`src/cit_pkg.sv`:
```
// Constants, types and register map of the instruction-cycle sequencer
package cit_pkg;

   // Register bus geometry
   localparam int unsigned AXI_ADDR_W = 12;
   localparam int unsigned AXI_DATA_W = 32;
   localparam logic [1:0]  RESP_OKAY  = 2'b00;

   // Widths of the core datapath
   localparam int unsigned PC_W    = 13;
   localparam int unsigned INSTR_W = 14;
   localparam int unsigned DATA_W  = 8;

   // Register indices; byte address on the bus is four times the index
   localparam logic [7:0] IDX_INDIRECT_DATA_PORT         = 8'h00;
   localparam logic [7:0] IDX_PROGRAM_COUNTER_LOW        = 8'h02;
   localparam logic [7:0] IDX_CORE_STATUS                = 8'h03;
   localparam logic [7:0] IDX_INDIRECT_POINTER           = 8'h04;
   localparam logic [7:0] IDX_PROGRAM_COUNTER_HIGH_LATCH = 8'h0a;
   localparam logic [7:0] IDX_INTERRUPT_CONTROL          = 8'h0b;
   localparam logic [7:0] IDX_POWER_RESET_FLAGS          = 8'h8e;
   localparam int unsigned MIRROR_BIT                    = 7;

   // Field positions
   localparam int unsigned ST_BANK_SEL   = 5;
   localparam int unsigned ST_TIMEOUT    = 4;
   localparam int unsigned ST_POWERDOWN  = 3;
   localparam int unsigned ST_ZERO       = 2;
   localparam int unsigned PRF_BROWNOUT  = 0;
   localparam int unsigned PRF_POWER_ON  = 1;
   localparam logic [7:0]  ST_KEEP_MASK  = 8'h1f;
   localparam logic [7:0]  ST_SW_MASK    = 8'he7;
   localparam logic [7:0]  IC_KEEP_MASK  = 8'h01;

   // Power-on values
   localparam logic [7:0] STATUS_POR = 8'h18;
   localparam logic [7:0] FSR_POR    = 8'h00;
   localparam logic [7:0] INTERRUPT_CONTROL_POR = 8'h00;
   localparam logic [4:0] PROGRAM_COUNTER_HIGH_LATCH_RST = 5'h00;
   localparam logic [1:0] POWER_RESET_FLAGS_POR   = 2'h0;

   // Instruction fields
   localparam logic [2:0] OPC_JUMP  = 3'h5;
   localparam logic [1:0] OPC_BYTE  = 2'h0;
   localparam int unsigned DEST_BIT = 7;
   localparam int unsigned INCR_BIT = 8;

   typedef enum logic [1:0] {
      ph_first, ph_second, ph_third, ph_fourth
   } cit_phase_type;

   typedef enum logic [2:0] {
      sel_none, sel_indirect_data_port, sel_pcl, sel_status, sel_fsr, sel_program_counter_high_latch, sel_interrupt_control, sel_power_reset_flags
   } cit_sel_type;

   // Data memory request
   typedef struct packed {
      logic [7:0] addr;
      logic       rd;
      logic       wr;
      logic [7:0] wdata;
   } cit_dm_req_type;

   typedef struct packed {
      cit_phase_type  phase;
      logic [12:0]    pc;
      logic [12:0]    fetch_addr;
      logic [13:0]    fetch_buf;
      logic           fetch_ok;
      logic [13:0]    ir;
      logic           ex_valid;
      logic           op_int;
      logic [7:0]     op_addr;
      logic [7:0]     result;
      cit_dm_req_type dm;
      logic [4:0]     program_counter_high_latch;
      logic [7:0]     status;
      logic [7:0]     indirect_pointer;
      logic [7:0]     interrupt_control;
      logic [1:0]     power_reset_flags;
      logic           aw_got;
      logic [7:0]     aw_idx;
      logic           w_got;
      logic [7:0]     wdata;
      logic           wen;
      logic           bvalid;
      logic           rvalid;
      logic [7:0]     rdata;
   } cit_state_type;

   localparam cit_state_type ST_POR = '{phase: ph_first, status: STATUS_POR, default: '0};

endpackage

```
`src/cit_core_cycle.sv`:
```
// Four-phase instruction-cycle sequencer with core registers on AXI4-Lite
//
// Register access over AXI4-Lite was chosen for this implementation.
`timescale 1ns/10ps

module cit_core_cycle (
   input  wire logic                    clk_sys,
   input  wire logic                    reset,
   input  wire logic                    master_clear_req,
   input  wire logic                    bor_req,
   input  wire logic                    wdt_req,
   output logic [12:0]                  pm_addr,
   input  wire logic [13:0]             pm_rdata,
   output cit_pkg::cit_dm_req_type      dm_req,
   input  wire logic [7:0]              dm_rdata,
   output logic [3:0]                   phase_clocks,
   input  wire logic [11:0]             s_axi_awaddr,
   input  wire logic                    s_axi_awvalid,
   output logic                         s_axi_awready,
   input  wire logic [31:0]             s_axi_wdata,
   input  wire logic [3:0]              s_axi_wstrb,
   input  wire logic                    s_axi_wvalid,
   output logic                         s_axi_wready,
   output logic [1:0]                   s_axi_bresp,
   output logic                         s_axi_bvalid,
   input  wire logic                    s_axi_bready,
   input  wire logic [11:0]             s_axi_araddr,
   input  wire logic                    s_axi_arvalid,
   output logic                         s_axi_arready,
   output logic [31:0]                  s_axi_rdata,
   output logic [1:0]                   s_axi_rresp,
   output logic                         s_axi_rvalid,
   input  wire logic                    s_axi_rready
);

   cit_pkg::cit_state_type st_r;
   cit_pkg::cit_state_type st_nxt;
   logic                   other_rst;
   logic                   bus_wr_fire;
   cit_pkg::cit_sel_type   bus_wr_sel;
   cit_pkg::cit_sel_type   bus_rd_sel;
   cit_pkg::cit_sel_type   op_sel;
   logic [7:0]             op_full;
   logic                   ex_jump;
   logic                   ex_byte;

   // Map an 8-bit register index onto a core register
   function automatic cit_pkg::cit_sel_type sfr_sel(input logic [7:0] idx);
      logic [7:0] base;
      base = {1'b0, idx[6:0]};
      if (idx == cit_pkg::IDX_POWER_RESET_FLAGS) begin
         return cit_pkg::sel_power_reset_flags;
      end
      unique case (base)
         cit_pkg::IDX_INDIRECT_DATA_PORT:         return cit_pkg::sel_indirect_data_port;
         cit_pkg::IDX_PROGRAM_COUNTER_LOW:        return cit_pkg::sel_pcl;
         cit_pkg::IDX_CORE_STATUS:                return cit_pkg::sel_status;
         cit_pkg::IDX_INDIRECT_POINTER:           return cit_pkg::sel_fsr;
         cit_pkg::IDX_PROGRAM_COUNTER_HIGH_LATCH: return cit_pkg::sel_program_counter_high_latch;
         cit_pkg::IDX_INTERRUPT_CONTROL:          return cit_pkg::sel_interrupt_control;
         default:                                 return cit_pkg::sel_none;
      endcase
   endfunction

   // Read a core register; holes and unused bits return zero
   function automatic logic [7:0] sfr_read(input cit_pkg::cit_sel_type sel,
                                           input cit_pkg::cit_state_type s);
      unique case (sel)
         cit_pkg::sel_pcl:    return s.pc[7:0];
         cit_pkg::sel_status: return s.status;
         cit_pkg::sel_fsr:    return s.indirect_pointer;
         cit_pkg::sel_program_counter_high_latch: return {3'h0, s.program_counter_high_latch};
         cit_pkg::sel_interrupt_control: return s.interrupt_control;
         cit_pkg::sel_power_reset_flags:   return {6'h00, s.power_reset_flags};
         default:             return 8'h00;
      endcase
   endfunction

   // Store into a core register; a counter write also voids the prefetch
   function automatic cit_pkg::cit_state_type sfr_write(input cit_pkg::cit_state_type s,
                                                        input cit_pkg::cit_sel_type sel,
                                                        input logic [7:0] d);
      cit_pkg::cit_state_type r;
      r = s;
      unique case (sel)
         cit_pkg::sel_pcl: begin
            r.pc       = {s.program_counter_high_latch, d};
            r.fetch_ok = 1'b0;
         end
         // Timeout and power-down flags are hardware-owned
         cit_pkg::sel_status: r.status = (d & cit_pkg::ST_SW_MASK)
                                         | (s.status & ~cit_pkg::ST_SW_MASK);
         cit_pkg::sel_fsr:    r.indirect_pointer    = d;
         cit_pkg::sel_program_counter_high_latch: r.program_counter_high_latch = d[4:0];
         cit_pkg::sel_interrupt_control: r.interrupt_control = d;
         cit_pkg::sel_power_reset_flags:   r.power_reset_flags   = d[1:0];
         default:             r = s;
      endcase
      return r;
   endfunction

   // Byte-oriented file operation
   function automatic logic is_byte_op(input logic [13:0] w);
      return w[13:12] == cit_pkg::OPC_BYTE;
   endfunction

   // Operand address; a zero file field means indirect through the pointer
   function automatic logic [7:0] operand_addr(input logic [13:0]          w,
                                               input cit_pkg::cit_state_type s);
      return (w[6:0] == 7'h00) ? s.indirect_pointer : {s.status[cit_pkg::ST_BANK_SEL], w[6:0]};
   endfunction

   assign other_rst   = master_clear_req | bor_req | wdt_req;
   assign bus_wr_fire = st_r.aw_got & st_r.w_got & ~st_r.bvalid;
   assign bus_wr_sel  = sfr_sel(st_r.aw_idx);
   assign bus_rd_sel  = sfr_sel(s_axi_araddr[9:2]);
   assign ex_jump     = st_r.ex_valid & (st_r.ir[13:11] == cit_pkg::OPC_JUMP);
   assign ex_byte     = st_r.ex_valid & is_byte_op(st_r.ir);

   // Operand of the word about to enter the instruction register, so the read goes out early
   assign op_full = operand_addr(st_r.fetch_buf, st_r);
   assign op_sel  = sfr_sel(op_full);

   // Next-state logic: phase sequencer, pipeline, core registers and bus slave
   always_comb begin
      st_nxt        = st_r;
      st_nxt.dm.rd  = 1'b0;
      st_nxt.dm.wr  = 1'b0;
      st_nxt.phase  = cit_pkg::cit_phase_type'(st_r.phase + 2'h1);

      unique case (st_r.phase)
         cit_pkg::ph_first: begin
            st_nxt.fetch_addr = st_r.pc;
            st_nxt.pc         = st_r.pc + 13'h0001;
            st_nxt.ir         = st_r.fetch_buf;
            st_nxt.ex_valid   = st_r.fetch_ok;
            // Operand read is issued so that it stands through the second phase
            st_nxt.op_addr    = op_full;
            st_nxt.op_int     = (op_sel != cit_pkg::sel_none);
            st_nxt.dm.addr    = op_full;
            st_nxt.dm.rd      = st_r.fetch_ok & is_byte_op(st_r.fetch_buf)
                                & (op_sel == cit_pkg::sel_none);
         end
         cit_pkg::ph_second: begin
            // Read strobe is on the memory port now; address is kept for the write
            st_nxt.dm.addr = st_r.dm.addr;
         end
         cit_pkg::ph_third: begin
            // External data arrives one phase after the read strobe
            st_nxt.result = (st_r.op_int ? sfr_read(sfr_sel(st_r.op_addr), st_r) : dm_rdata)
                            + {7'h00, st_r.ir[cit_pkg::INCR_BIT]};
            st_nxt.dm.wdata = st_nxt.result;
            st_nxt.dm.wr    = ex_byte & ~st_r.op_int & st_r.ir[cit_pkg::DEST_BIT];
         end
         cit_pkg::ph_fourth: begin
            st_nxt.fetch_buf = pm_rdata;
            st_nxt.fetch_ok  = 1'b1;
            if (ex_byte) begin
               st_nxt.status[cit_pkg::ST_ZERO] = (st_r.result == 8'h00);
               if (st_r.op_int && st_r.ir[cit_pkg::DEST_BIT]) begin
                  st_nxt = sfr_write(st_nxt, sfr_sel(st_r.op_addr), st_r.result);
               end
            end
            if (ex_jump) begin
               st_nxt.pc       = {st_r.program_counter_high_latch[4:3], st_r.ir[10:0]};
               st_nxt.fetch_ok = 1'b0;
            end
         end
      endcase

      // Bus write channels are taken independently, in either order
      if (s_axi_awvalid && s_axi_awready) begin
         st_nxt.aw_got = 1'b1;
         st_nxt.aw_idx = s_axi_awaddr[9:2];
      end
      if (s_axi_wvalid && s_axi_wready) begin
         st_nxt.w_got = 1'b1;
         st_nxt.wdata = s_axi_wdata[7:0];
         st_nxt.wen   = s_axi_wstrb[0];
      end
      // Bus write lands after the core update, so software wins a same-cycle clash
      if (bus_wr_fire) begin
         if (st_r.wen) begin
            st_nxt = sfr_write(st_nxt, bus_wr_sel, st_r.wdata);
         end
         st_nxt.aw_got = 1'b0;
         st_nxt.w_got  = 1'b0;
         st_nxt.bvalid = 1'b1;
      end
      if (st_r.bvalid && s_axi_bready) begin
         st_nxt.bvalid = 1'b0;
      end

      // Read answer one cycle after the address is taken
      if (s_axi_arvalid && s_axi_arready) begin
         st_nxt.rvalid = 1'b1;
         st_nxt.rdata  = sfr_read(bus_rd_sel, st_r);
      end else if (st_r.rvalid && s_axi_rready) begin
         st_nxt.rvalid = 1'b0;
      end

      // Non-power-up resets: core restarts, bus slave and pointer survive
      if (other_rst) begin
         st_nxt.phase     = cit_pkg::ph_first;
         st_nxt.pc        = 13'h0000;
         st_nxt.fetch_ok  = 1'b0;
         st_nxt.ex_valid  = 1'b0;
         st_nxt.dm.rd     = 1'b0;
         st_nxt.dm.wr     = 1'b0;
         st_nxt.program_counter_high_latch    = cit_pkg::PROGRAM_COUNTER_HIGH_LATCH_RST;
         st_nxt.status    = st_r.status & cit_pkg::ST_KEEP_MASK;
         st_nxt.interrupt_control    = st_r.interrupt_control & cit_pkg::IC_KEEP_MASK;
         if (wdt_req) begin
            st_nxt.status[cit_pkg::ST_TIMEOUT] = 1'b0;
         end
         if (bor_req) begin
            st_nxt.status[cit_pkg::ST_TIMEOUT]   = 1'b1;
            st_nxt.status[cit_pkg::ST_POWERDOWN] = 1'b1;
            st_nxt.power_reset_flags[cit_pkg::PRF_BROWNOUT]   = 1'b0;
         end
      end
   end

   // Power-on reset loads the full reset image
   always_ff @(posedge clk_sys) begin
      if (reset) begin
         st_r <= cit_pkg::ST_POR;
      end else begin
         st_r <= st_nxt;
      end
   end

   // Outputs
   assign pm_addr       = st_r.fetch_addr;
   assign dm_req        = st_r.dm;
   assign phase_clocks  = 4'h1 << st_r.phase;
   assign s_axi_awready = ~st_r.aw_got & ~st_r.bvalid;
   assign s_axi_wready  = ~st_r.w_got & ~st_r.bvalid;
   assign s_axi_bvalid  = st_r.bvalid;
   assign s_axi_bresp   = cit_pkg::RESP_OKAY;
   assign s_axi_arready = ~st_r.rvalid;
   assign s_axi_rvalid  = st_r.rvalid;
   assign s_axi_rdata   = {24'h000000, st_r.rdata};
   assign s_axi_rresp   = cit_pkg::RESP_OKAY;
endmodule

```
`config.mk`:
```
export PLATFORM = sky130hd
export DESIGN_NAME = cit_core_cycle
export DESIGN_NICKNAME = d
export VERILOG_FILES = /design/src/cit_pkg.sv /design/src/cit_core_cycle.sv
export SDC_FILE = /design/constraint.sdc
export NUM_CORES = 1
export LEC_CHECK = 0
export BUFFER_PORTS_ARGS = -buffer_cell sky130_fd_sc_hd__buf_2
export CELL_PAD_IN_SITES_DETAIL_PLACEMENT = 0
export CELL_PAD_IN_SITES_GLOBAL_PLACEMENT = 1
export CORE_ASPECT_RATIO = 0.7
export CORE_MARGIN = 2
export CORE_UTILIZATION = 40
export DETAILED_ROUTE_END_ITERATION = 10
export PLACE_DENSITY_LB_ADDON = 0.1
export SLEW_MARGIN = 10
export SYNTH_ARGS = -nofsm -noshare
export SYNTH_HDL_FRONTEND = slang
export SYNTH_SLANG_ARGS = --single-unit
```
`constraint.sdc`:
```
create_clock -name clk_sys -period 3.25 [get_ports clk_sys]
set_input_delay 0.325 -clock clk_sys [delete_from_list [all_inputs] [get_ports clk_sys]]
set_output_delay 0.325 -clock clk_sys [all_outputs]
set_load 0.005 [all_outputs]
```
==> flow_metrics.env <==
export IMPL_clkPwrFrac=0.511
export IMPL_clk_latency_ns=0.43
export IMPL_yosysSeqAreaShare=0.353
export IMPL_die_w_um=171
export IMPL_p_sw_frac=0.237
export IMPL_report_final_slew_viol_count=0
export IMPL_h_tree_depth=4
export IMPL_path_max_fanout=8
export IMPL_hold_violations=0
export IMPL_cts_resized=0
export IMPL_grt_max_degree=54
export IMPL_cpMostUsedCell="ha_1"
export IMPL_finalSetupViolCount=0
export IMPL_async_flop_share=0
export IMPL_cp_slowest_cell="or4_4"
export IMPL_hold_path_class="in2reg"
export IMPL_cts_hold_buf=0
export IMPL_vdd_drop_max_v=0.000328
export IMPL_status="completed"
export IMPL_cp_start_kind="flop"
export IMPL_tightestPinTransition_ns=0.899
export IMPL_clockRootBuffer="clkbuf_16"
export IMPL_grt_pass1_vias=6242
export IMPL_ys_flop_type="dfxtp_1"
export IMPL_ys_warnings_count=0
export IMPL_arrival_ns=3.12
export IMPL_area_delta_synth_final_pct=12.9
export IMPL_total_power_mw=4.03
export IMPL_drive_above_1_share=0.195
export IMPL_drtPass1Iterations=6
export IMPL_fin_skew_ns=0.00867
export IMPL_p_int_mw=3.07
export IMPL_cts_sinks=137
export IMPL_relSlewSlack=0.399
export IMPL_clk_pin_slew_worst_paths_ns=0.06
export IMPL_drt_initial_drc_count=644
export IMPL_grt_pass1_wl_um=38300
export IMPL_overflow=0
export IMPL_numPortBuffers=104
export IMPL_synth_edf_count=0
export IMPL_wl_um=25100
export IMPL_cp_end_kind="flop"
export IMPL_antenna_found_initial=0
export IMPL_clockBufferDepth=2
export IMPL_cap_violations=0
export IMPL_crit_buf_inv=0
export IMPL_hpwlAfterDp_um=18100
export IMPL_place_congestion=0.889
export IMPL_cts_buffers_inserted=17
export IMPL_power_leakage_nw=3.56
export IMPL_grt_use_total=0.249
export IMPL_crit_chain="or4_4 > nor2_1 > a22oi_1 > nand3_1 > a21oi_1 > o2bb2ai_1 > ha_1 > ha_1 > o21ai_0 > nor3_1 > o221ai_1"
export IMPL_initial_core_util=0.410
export IMPL_place_inst=1258
export IMPL_rsz0062_at_grt="no"
export IMPL_required_ns=3.54
export IMPL_synth_area_um2=7770
export IMPL_fmax_mhz=353
export IMPL_antennaDiodeCount=0
export IMPL_p_seq_frac=0.432
export IMPL_placed_area_um2=8160
export IMPL_ant_nets=0
export IMPL_setup_tns_ns=0
export IMPL_synth_area_per_cell_um2=8.02
export IMPL_cts_setup_buffers=0
export IMPL_fin_ws_ns=0.418
export IMPL_drc=0
export IMPL_wl_per_cell_um=19.4
export IMPL_period_needed_ns=2.83
export IMPL_post_route_util=0.463
export IMPL_finalInstanceArea_um2=8780
export IMPL_fillers=1944
export IMPL_combPwrFrac=0.057
export IMPL_rows=42
export IMPL_die_area_um2=20600
export IMPL_synth_seq_cells=137
export IMPL_pre_cts_ws_ns=0.482
export IMPL_netlist_instances=969
export IMPL_cts_tree="yes"
export IMPL_criticalPathCategory="reg2reg"
export IMPL_fin_crit_sh=0.871
export IMPL_ios=168
export IMPL_post_drt_via_cell_ratio=5.40
export IMPL_fin_cells=1290
export IMPL_synth_cell_type_count=68
export IMPL_cpPeakStageDelay_ns=0.63
export IMPL_die_y_um=121
export IMPL_switchingPower_uw=953
export IMPL_vias=6967
export IMPL_crit_family="simple AND/OR/NAND/NOR gates"
export IMPL_fp_coreArea_um2=19000
export IMPL_fin_hold_ws_ns=0.0707
export IMPL_power_density_nw_per_um2=459
export IMPL_nets=1112
-- registers in the layout, indices dropped and copies added (netlist names) --
name / count
pm_addr: 13
s_axi_rvalid: 1
st_r: 112
s_axi_bvalid: 1
s_axi_rdata: 8
dm_req: 2
-- synthesized netlist by cell type (8+ instances only) --
cell	number	area (um2)
nand2_1	96	360
inv_1	10	37.5
a22oi_1	25	188
buf_2	18	90.1
nor4_1	8	50.1
nor2_1	140	526
a211oi_1	21	158
nor2b_1	12	75.1
a311oi_1	14	123
dfxtp_1	137	2740
mux2i_1	50	500
buf_4	70	526
nand3_1	39	195
o21ai_0	21	105
nor3_1	20	100
nand3b_1	10	75.1
and3_1	8	50.1
a21oi_1	85	425
a221oi_1	12	105
clkbuf_1	39	146
nand2b_1	10	62.6
mux2_2	16	180
buf_1	8	30.0
-- power by group through the flow --
| stage | sequential [mW] | clock (mW) | combinational, mW |
|---|---|---|---|
| 6_report | 1.74 | 2.06 | 0.231 |
| 5_1_grt | 1.74 | 2.18 | 0.260 |
| 4_1_cts | 1.74 | 2.10 | 0.232 |
| 3_5_place_dp | 1.77 | 0 | 0.232 |
| 3_3_place_gp | 1.77 | 0 | 0.231 |
| 2_1_floorplan | 1.76 | 0 | 0.179 |
-- logic make-up (layout without fill, tap and decap cells) --
family	count (synthesis)	after routing	synth area share
xor+xnor	4	4	0.00451
buf+inv	147	177	0.108
flops	137	137	0.353
other cells	1	28	0.000482
mux	69	69	0.0962
fa+ha+maj	7	7	0.0113
compound gates	221	221	0.191
simple gates	383	383	0.236
-- worst paths after layout --
check | from | cells after the start | to | slack, ns
setup reg to reg | st_r[86] | 11 | st_r[84] | 0.42
hold / removal | s_axi_rready | 2 | s_axi_rvalid | 0.07
hold reg to reg | st_r[10] | 2 | st_r[10] | 0.46
setup / recovery | st_r[86] | 11 | st_r[84] | 0.42
-- routing by layer --
layer / track usage / up-vias / part of all wire
li1: - / 3465 / -
met1: 0.385 / 3198 / 0.51
met2: 0.327 / 267 / 0.38
met3: 0.0668 / 37 / 0.086
met4: 0.0764 / 0 / 0.020
met5: 0 / - / 0
-- placed cells by master (no fill, tap or decap), drive strengths merged, types with 5 or more instances in the layout --
cell    synthesis  layout
a211oi         23      23
a21oi          86      86
a221oi         12      12
a22oi          25      25
a311oi         14      14
and2            7       7
and3            8       8
buf            96     133
clkbuf         39      21
clkinv          2       7
conb            1      28
dfxtp         137     137
ha              7       7
inv            10      11
mux2           16      16
mux2i          50      50
nand2          96      96
nand2b         10      10
nand3          39      39
nand3b         10      10
nand4           7       7
nor2          140     140
nor2b          12      12
nor3           21      21
nor4            9       9
o21ai          22      22
or4             5       5
-- layout make-up --
| type | instances | area (um2) | area share |
|---|---|---|---|
| multi-input cells | 712 | 4300 | 0.490 |
| clock buffers | 21 | 480 | 0.0547 |
| inverters | 12 | 45.0 | 0.00513 |
| flip-flops and latches | 137 | 2740 | 0.312 |
| well taps | 264 | 330 | 0.0376 |
| clock inverters | 11 | 143 | 0.0162 |
| repair buffers | 133 | 741 | 0.0844 |
No activity file was read; power rests on OpenSTA's default activity.
